==> src/dpa_defines.svh <==
// Register offsets, field positions, reset values and timing counts for the DDS control block
`ifndef DPA_DEFINES_SVH
`define DPA_DEFINES_SVH

// Register byte offsets on the Wishbone bus
`define DPA_OFF_CONTROL_FUNCTION_REG_ONE 8'h00
`define DPA_OFF_FTW 8'h04
`define DPA_OFF_POW 8'h08
`define DPA_OFF_ASF 8'h0C
`define DPA_OFF_ARR 8'h10
`define DPA_OFF_STAT 8'h14

// Control function register one, bit positions
`define DPA_CFR_LOADTMR 26
`define DPA_CFR_KEYEN 25
`define DPA_CFR_KEYSEL 24
`define DPA_CFR_AUTOCLR 13
`define DPA_CFR_CONTCLR 10
`define DPA_CFR_MASK 32'h0700_2400

// Field widths
`define DPA_FTW_W 32
`define DPA_POW_W 14
`define DPA_SCL_W 14
`define DPA_ASF_W 16
`define DPA_ARR_W 8

// Amplitude scale register fields
`define DPA_ASF_STEP_HI 15
`define DPA_ASF_STEP_LO 14
`define DPA_ASF_MAX_HI 13

// Reset values
`define DPA_CONTROL_FUNCTION_REG_ONE_RST 32'h0000_0000
`define DPA_FTW_RST 32'h0000_0000
`define DPA_POW_RST 14'h0000
`define DPA_ASF_RST 16'h0000
`define DPA_ARR_RST 8'h00

// Sync clock divider: system clock divided by four
`define DPA_DIV_W 2
`define DPA_DIV_RISE 2'h1

`endif

==> src/dpa_pkg.sv <==
// Types for the DDS phase and amplitude control block
package dpa_pkg;
`include "dpa_defines.svh"

    // Keying mode, Gray coded along off -> manual -> auto
    typedef enum logic [1:0] {
        DPA_KEY_OFF = 2'b00,
        DPA_KEY_MANUAL = 2'b01,
        DPA_KEY_AUTO = 2'b11
    } dpa_key_t;

    // Complete state of the block
    typedef struct packed {
        logic ack;
        logic [31:0] dat;
        logic [31:0] cfr_buf;
        logic [`DPA_FTW_W-1:0] ftw_buf;
        logic [`DPA_POW_W-1:0] pow_buf;
        logic [`DPA_ASF_W-1:0] asf_buf;
        logic [`DPA_ARR_W-1:0] arr_buf;
        logic [31:0] cfr_act;
        logic [`DPA_FTW_W-1:0] ftw_act;
        logic [`DPA_POW_W-1:0] pow_act;
        logic [`DPA_ASF_W-1:0] asf_act;
        logic [`DPA_ARR_W-1:0] arr_act;
        logic [`DPA_DIV_W-1:0] div;
        logic sync_clk;
        logic upd_s1;
        logic upd_s2;
        logic upd_samp;
        logic load;
        logic key_s1;
        logic key_s2;
        logic key_prev;
        dpa_key_t mode;
        logic [`DPA_ARR_W-1:0] ramp_cnt;
        logic [`DPA_SCL_W-1:0] scale;
        logic [`DPA_FTW_W-1:0] acc;
        logic [`DPA_POW_W-1:0] phase;
        logic [`DPA_SCL_W-1:0] sample;
    } dpa_state_t;

endpackage

==> src/dpa_core.sv <==
// DDS phase accumulator, phase offset, shaped keying and update strobe control
`timescale 1ns/1ps

// Widths used in the port list below; offsets, field positions and counts used in the logic
`include "dpa_defines.svh"

// Limitations a user must know:
// - Register reads return the buffered values, not the active ones; the status register returns the live mode and scale
// - Active values change only on the load pulse from the update pin
// - The update pin must fall for one sync period to re-arm the pulse
// - A ramp rate of zero behaves as a rate of one
module dpa_core
    import dpa_pkg::*;
(
    // Clock and reset
    input wire logic clk_i,
    input wire logic rst_i,
    // Wishbone slave
    input wire logic wb_cyc_i,
    input wire logic wb_stb_i,
    input wire logic wb_we_i,
    input wire logic [7:0] wb_adr_i,
    input wire logic [3:0] wb_sel_i,
    input wire logic [31:0] wb_dat_i,
    output logic [31:0] wb_dat_o,
    output logic wb_ack_o,
    // Pins from the host
    input wire logic reg_update_i,
    input wire logic keying_direction_input_i,
    // Core sample to scale, signed, same clock
    input wire logic [`DPA_SCL_W-1:0] core_sample_i,
    // Outputs
    output logic sync_clk_o,
    output logic [`DPA_POW_W-1:0] phase_o,
    output logic [`DPA_SCL_W-1:0] scale_o,
    output logic [`DPA_SCL_W-1:0] sample_o,
    output logic load_pulse_o
);
    import dpa_pkg::*;

    ////////////////////////////////////////////////////////////////////////
    // State and helpers

    dpa_state_t s_reg; // Registered state
    dpa_state_t s_next; // Next state
    logic req; // New bus request
    logic sync_rise; // Sync clock rising edge enable
    logic key_change; // Keying pin toggled
    logic tmr_reload; // Forced ramp timer reload
    logic tick; // Ramp timer expiry
    logic [`DPA_SCL_W-1:0] step; // Auto step size
    logic [`DPA_SCL_W-1:0] max_scl; // Auto ceiling
    logic [`DPA_SCL_W:0] up_sum; // Widened increment
    logic [`DPA_SCL_W-1:0] act_scale; // Scale in use
    logic signed [28:0] prod; // Sample times scale

    // Byte-lane merge for writes
    function automatic logic [31:0] merge(input logic [31:0] old_v,
                                          input logic [31:0] new_v,
                                          input logic [3:0] sel);
        logic [31:0] r;
        r = old_v;
        for (int i = 0; i < 4; i++) begin
            if (sel[i]) begin
                r[8*i +: 8] = new_v[8*i +: 8];
            end
        end
        return r;
    endfunction

    ////////////////////////////////////////////////////////////////////////
    // Next-state logic

    always_comb begin
        s_next = s_reg;
        req = wb_cyc_i & wb_stb_i & ~s_reg.ack;
        step = '0;
        max_scl = s_reg.asf_act[`DPA_ASF_MAX_HI:0];
        up_sum = '0;
        act_scale = '0;
        prod = '0;

        // Bus answer: ack one cycle after request, dropped next cycle
        s_next.ack = req;
        s_next.dat = 32'h0000_0000;
        if (req && !wb_we_i) begin
            unique case (wb_adr_i)
                `DPA_OFF_CONTROL_FUNCTION_REG_ONE: s_next.dat = s_reg.cfr_buf;
                `DPA_OFF_FTW: s_next.dat = s_reg.ftw_buf;
                `DPA_OFF_POW: s_next.dat = {18'h00000, s_reg.pow_buf};
                `DPA_OFF_ASF: s_next.dat = {16'h0000, s_reg.asf_buf};
                `DPA_OFF_ARR: s_next.dat = {24'h000000, s_reg.arr_buf};
                `DPA_OFF_STAT: s_next.dat = {14'h0000, s_reg.mode, 2'h0, s_reg.scale};
                default: s_next.dat = 32'h0000_0000;
            endcase
        end
        if (req && wb_we_i) begin
            unique case (wb_adr_i)
                `DPA_OFF_CONTROL_FUNCTION_REG_ONE: begin
                    s_next.cfr_buf = merge(s_reg.cfr_buf, wb_dat_i, wb_sel_i) & `DPA_CFR_MASK;
                end
                `DPA_OFF_FTW: s_next.ftw_buf = merge(s_reg.ftw_buf, wb_dat_i, wb_sel_i);
                `DPA_OFF_POW: begin
                    s_next.pow_buf = 14'(merge({18'h0, s_reg.pow_buf}, wb_dat_i, wb_sel_i));
                end
                `DPA_OFF_ASF: begin
                    s_next.asf_buf = 16'(merge({16'h0, s_reg.asf_buf}, wb_dat_i, wb_sel_i));
                end
                `DPA_OFF_ARR: begin
                    s_next.arr_buf = 8'(merge({24'h0, s_reg.arr_buf}, wb_dat_i, wb_sel_i));
                end
                default: ; // Unmapped or read-only: write ignored
            endcase
        end

        // divide-by-four sync clock, high in counts 2 and 3
        // Free-running divider: the sync phase is fixed after reset, so
        // update latency relative to the system clock stays constant
        s_next.div = s_reg.div + 2'h1;
        s_next.sync_clk = s_next.div[1];
        sync_rise = (s_reg.div == `DPA_DIV_RISE);

        // Two-flop synchronisers for the pins
        // Only the second flop feeds logic; the first may be metastable
        s_next.upd_s1 = reg_update_i;
        s_next.upd_s2 = s_reg.upd_s1;
        s_next.key_s1 = keying_direction_input_i;
        s_next.key_s2 = s_reg.key_s1;
        s_next.key_prev = s_reg.key_s2;
        key_change = s_reg.key_s2 ^ s_reg.key_prev;

        // sample on sync rising edge, single pulse per assertion
        s_next.load = 1'b0;
        if (sync_rise) begin
            s_next.upd_samp = s_reg.upd_s2;
            s_next.load = s_reg.upd_s2 & ~s_reg.upd_samp;
        end

        // copy buffers into active registers on the pulse
        if (s_reg.load) begin
            s_next.cfr_act = s_reg.cfr_buf;
            s_next.ftw_act = s_reg.ftw_buf;
            s_next.pow_act = s_reg.pow_buf;
            s_next.asf_act = s_reg.asf_buf;
            s_next.arr_act = s_reg.arr_buf;
        end

        // continuous clear first, then auto clear, then accumulate
        if (s_reg.cfr_act[`DPA_CFR_CONTCLR]) begin
            // held at zero while the bit is set
            s_next.acc = '0;
        end else if (s_reg.load && s_reg.cfr_buf[`DPA_CFR_AUTOCLR]) begin
            // clear for one cycle, then release
            s_next.acc = '0;
        end else begin
            // tuning word added every cycle, no reset on update
            s_next.acc = s_reg.acc + s_reg.ftw_act;
        end

        // offset added to top accumulator bits, linear in angle
        s_next.phase = s_reg.acc[`DPA_FTW_W-1 -: `DPA_POW_W] + s_reg.pow_act;

        // mode from enable and select; select ignored when disabled
        if (!s_reg.cfr_act[`DPA_CFR_KEYEN]) begin
            s_next.mode = DPA_KEY_OFF;
        end else if (s_reg.cfr_act[`DPA_CFR_KEYSEL]) begin
            s_next.mode = DPA_KEY_AUTO;
        end else begin
            s_next.mode = DPA_KEY_MANUAL;
        end

        // forced ramp timer reloads
        // Pin change, update with load bit, or entry into auto mode
        tmr_reload = key_change
                   | (s_reg.load & s_reg.cfr_buf[`DPA_CFR_LOADTMR])
                   | ((s_next.mode == DPA_KEY_AUTO) & (s_reg.mode != DPA_KEY_AUTO));
        tick = 1'b0;
        if (s_reg.mode == DPA_KEY_AUTO) begin
            if (tmr_reload) begin
                s_next.ramp_cnt = s_reg.arr_act;
            end else if (s_reg.ramp_cnt <= 8'h01) begin
                // reload on reaching 1 and tick the scale counter
                s_next.ramp_cnt = s_reg.arr_act;
                tick = 1'b1;
            end else begin
                s_next.ramp_cnt = s_reg.ramp_cnt - 8'h01;
            end
        end else if (tmr_reload) begin
            s_next.ramp_cnt = s_reg.arr_act;
        end

        // step size from the two top bits
        step = 14'h0001 << s_reg.asf_act[`DPA_ASF_STEP_HI:`DPA_ASF_STEP_LO];
        up_sum = {1'b0, s_reg.scale} + {1'b0, step};
        if (s_reg.mode == DPA_KEY_AUTO) begin
            if (s_reg.scale > max_scl) begin
                // ceiling lowered: pull back to it
                s_next.scale = max_scl;
            end else if (tick && s_reg.key_s2) begin
                s_next.scale = (up_sum > {1'b0, max_scl}) ? max_scl : up_sum[`DPA_SCL_W-1:0];
            end else if (tick) begin
                s_next.scale = (s_reg.scale < step) ? 14'h0000 : s_reg.scale - step;
            end
        end

        // manual mode takes the register directly
        unique case (s_reg.mode)
            DPA_KEY_AUTO: act_scale = s_reg.scale;
            DPA_KEY_MANUAL: act_scale = max_scl;
            default: act_scale = 14'h3FFF;
        endcase

        // unsigned scale times signed sample, full scale near unity
        prod = $signed(core_sample_i) * $signed({1'b0, act_scale});
        if (s_reg.mode == DPA_KEY_OFF) begin
            s_next.sample = core_sample_i;
        end else begin
            s_next.sample = prod[27:14];
        end
    end

    ////////////////////////////////////////////////////////////////////////
    // State register

    always_ff @(posedge clk_i) begin
        if (rst_i) begin
            s_reg <= '{ack: 1'b0, dat: 32'h0000_0000,
                       cfr_buf: `DPA_CONTROL_FUNCTION_REG_ONE_RST, ftw_buf: `DPA_FTW_RST,
                       pow_buf: `DPA_POW_RST, asf_buf: `DPA_ASF_RST,
                       arr_buf: `DPA_ARR_RST, cfr_act: `DPA_CONTROL_FUNCTION_REG_ONE_RST,
                       ftw_act: `DPA_FTW_RST, pow_act: `DPA_POW_RST,
                       asf_act: `DPA_ASF_RST, arr_act: `DPA_ARR_RST,
                       div: 2'h0, sync_clk: 1'b0, upd_s1: 1'b0, upd_s2: 1'b0,
                       upd_samp: 1'b0, load: 1'b0, key_s1: 1'b0, key_s2: 1'b0,
                       key_prev: 1'b0, mode: DPA_KEY_OFF, ramp_cnt: 8'h00,
                       scale: 14'h0000, acc: 32'h0000_0000, phase: 14'h0000,
                       sample: 14'h0000};
        end else begin
            s_reg <= s_next;
        end
    end

    ////////////////////////////////////////////////////////////////////////
    // Outputs

    // Outputs straight from flops, no logic after the state register
    assign wb_ack_o = s_reg.ack;
    assign wb_dat_o = s_reg.dat;
    assign sync_clk_o = s_reg.sync_clk;
    assign phase_o = s_reg.phase;
    assign scale_o = s_reg.scale;
    assign sample_o = s_reg.sample;
    assign load_pulse_o = s_reg.load;
endmodule

==> config.mk <==
export PLATFORM = sky130hd
export DESIGN_NAME = dpa_core
export DESIGN_NICKNAME = d
export VERILOG_FILES = /design/src/dpa_pkg.sv /design/src/dpa_core.sv
export VERILOG_INCLUDE_DIRS = /design/src
export SDC_FILE = /design/constraint.sdc
export NUM_CORES = 1
export LEC_CHECK = 0
export BUFFER_PORTS_ARGS = -buffer_cell sky130_fd_sc_hd__buf_2
export CAP_MARGIN = 20
export CORE_UTILIZATION = 65
export CTS_BUF_LIST = sky130_fd_sc_hd__clkbuf_16
export CTS_CLUSTER_DIAMETER = 30
export CTS_CLUSTER_SIZE = 24
export DETAILED_ROUTE_END_ITERATION = 8
export GPL_ROUTABILITY_DRIVEN = 0
export PLACE_DENSITY = 0.89
export SYNTH_ARGS = -nofsm -noshare
export SYNTH_HDL_FRONTEND = slang
export SYNTH_SLANG_ARGS = --single-unit
==> constraint.sdc <==
create_clock -name clk_i -period 21.4 [get_ports clk_i]
set_input_delay 1.07 -clock clk_i [delete_from_list [all_inputs] [get_ports clk_i]]
set_output_delay 1.07 -clock clk_i [all_outputs]
set_load 0.05 [all_outputs]
==> metrics.txt <==
outcome finished with violations; failing checks DRC; commonest non-fill, non-tap cell in the layout nor2_1; drt pass-1 iters 9; Final setup viols 0; most used flip-flop cell after synthesis dfxtp_1; synthesized area 20600 µm²; sequential-to-total area share from yosys stat a little over a quarter; hpwl dp roughly 41000 µm; required time worst endpoint approximately 22 ns; worst relative slew slack 24.0%; Max clock buf depth 3; Synth cell types 74; Post-synth EDFFs 0; Die Ht 180 µm; Overall Global Routing Usage a little over a third; total grt overflow 0; Top delay family on crit path adder cells; Worst Hold Launch s_reg[88]$_SDFFE_PP0N_; PD cells approximately 110 nW/µm²; final setup TNS 0 ns; Worst Tran Pin Value between 1 and 1.5 ns; worst-case register-to-register setup slack ~13 ns; area share of the largest cell type after synthesis 26.7%; nature of the critical path endpoint flip-flop; hold depth 1; max_cap viols 0; Crit Path Max Fanout 27; leak pwr about 11 nW; initial antenna violation count 1; min Tclk post-route roughly 8 ns; CP max stage cell dfxtp_1; worst hold slack around 0.41 ns; YS warnings 0; Core Box Area roughly 31000 µm²; Mean Syn Cell Area just under 9 µm²; Slew Viols, Final 0; first-pass GRT wire length about 93000 µm; top post-synthesis cells by area dfxtp_1, fa_1, ha_1, mux2i_1, nor2_1; die width 180 µm; final WL 57700 µm; HP Class reg2reg; fin crit share between 30% and 40%; endpoints failing hold 0; worst r2r dst sample_o[13]$_SDFF_PP0_; cells after synthesis between 2000 and 2500; most used cell along the critical path fa_1; flop and latch count out of synthesis 274; Rows 64; clock sinks around 270; RSZ-0062 raised after global routing false; Residual DRC 6; Detail Route Antenna Nets 0; max reg flops around 180; crit-path cells mux2i_1, nand2_1, and2_1, fa_1, inv_1, fa_1, fa_1, inv_1, fa_1, fa_1, ha_1, ha_1, a21o_1, a21o_1, a2111oi_0, o21ai_0, o311ai_1, a21oi_1, nor3b_1, mux2_2; share of cells above drive strength 1 between 10% and 20%; H-tree depth 2; Clk Latency, worst-skew pair between 0.5 and 0.6 ns; CTS tree done; critical path class reg2reg; detail-routed via count per cell approximately 6.3; largest stage delay on the critical path about 0.95 ns; clock-pin slew on the worst setup and hold paths approximately 0.05 ns; Syn-to-layout area delta 9.82%; Worst Setup Start Kind flip-flop; commonest cells after routing, fill and taps aside nor2_1, dfxtp_1, inv_1; FMAX 126 MHz; vias in the first global route 18200; Nets 2765; Hold Path End load_pulse_o$_SDFF_PP0_; Resized Gates After CTS 0; FFs w/ async S/R, synth 0%; IO buf count about 140; Critical Path AT 8.40 ns; largest area contributor in the netlist dfxtp_1; worst reg-to-reg path cell count 20; Root Driver clkbuf_16; full die area around 32000 µm²; largest net degree at the start of global routing approximately 110; Buf+Inv Stages, Crit Path 2; maximum vdd ir drop 181 µV; drt wl/cell between 20 and 25 µm; Top Ports 142; Clock Skews around 0.023 ns; Post-CTS Setup Inserts 0; vias around 18000; syn nets between 2000 and 3000; CTS Hold Buffers Added 0; CTS buffer count 51; Initial Utilization between 60% and 70%; initial DRC count between 2000 and 2500; r2r startpoint s_reg[83]$_SDFF_PP0_
## cell type report
| cell class | instances | area, µm² |
|---|---|---|
| clock buffer | 52 | 1300 |
| clock inverter | 43 | 370 |
| fill | 1983 | 8240 |
| inverter | 224 | 841 |
| multi-input combinational | 1665 | 13200 |
| sequential | 274 | 5490 |
| timing repair buffer | 156 | 845 |
| tap | 396 | 495 |
| antenna | 1 | 2.50 |
## Yosys cell counts, types with 27 or more instances
library cell and count:
inv_1 223, mux2i_1 171, a21o_1 36, nand2_1 176
ha_1 183, fa_1 145, nand4_1 27, xnor2_1 34
o21ai_0 61, a21oi_1 94, nor3_1 35, nor2_1 297
dfxtp_1 274, and2_1 108, clkbuf_1 86, buf_4 75
nand3_1 29
## per-layer routing
layer / wire [µm] / track usage (%) / part of all wire (%) / up-vias
met2: 27100 / 59.8 / 47 / 1129
met4: 4220 / 24.4 / 7.3 / 0
met1: 20700 / 41.4 / 36 / 8332
li1: - / - / - / 7846
met5: 0 / 0 / 0 / -
met3: 5640 / 7.33 / 9.8 / 318
## power by group
| part | leakage (nW) | switching (W) | internal, W |
|---|---|---|---|
| sequential | 2.21 | 0.00000170 | 0.000514 |
| combinational | 7.83 | 0.000726 | 0.000543 |
| clock | 0.813 | 0.000300 | 0.000466 |
| total | 10.9 | 0.00103 | 0.00152 |
## cell families (layout without fill, tap and decap cells)
family | Yosys count | count (layout) | share of synthesized area [%]
other | 0 | 1 | 0
AND/OR/NAND/NOR | 775 | 775 | 17.8
XOR/XNOR | 59 | 59 | 2.51
adder cells (fa/ha/maj) | 328 | 328 | 25.2
AO/OA/AOI/OAI | 329 | 329 | 10.3
multiplexers | 174 | 174 | 8.49
buffers and inverters | 411 | 475 | 8.94
flip-flops | 274 | 274 | 26.7
## worst max path at each step
stage | from | to | slack [ns] | cells past startpoint
after floorplan | core_sample_i[13] | sample_o[13]$_SDFF_PP0_ | 14.46 | 20
after global placement | s_reg[83]$_SDFF_PP0_ | sample_o[13]$_SDFF_PP0_ | 13.98 | 23
after detailed placement | s_reg[82]$_SDFF_PP0_ | sample_o[13]$_SDFF_PP0_ | 13.68 | 23
after CTS | s_reg[82]$_SDFF_PP0_ | sample_o[13]$_SDFF_PP0_ | 13.63 | 23
after global routing | s_reg[82]$_SDFF_PP0_ | sample_o[13]$_SDFF_PP0_ | 13.13 | 23
final | s_reg[83]$_SDFF_PP0_ | sample_o[13]$_SDFF_PP0_ | 13.45 | 20
## stage by stage
step	cells	utilization, %	cell area [µm²]	setup slack [ns]	total power (W)
after global placement	2713	67.7	20900	13.98	0.00167
after detailed placement	2713	67.7	20900	13.68	0.00175
final	2811	73.3	22600	13.45	0.00255
after CTS	2808	73.1	22600	13.63	0.00253
after floorplan	2350	-	20600	14.46	0.00147
after global routing	2811	73.3	22600	13.13	0.00273
(Power assumes the default switching activity.)
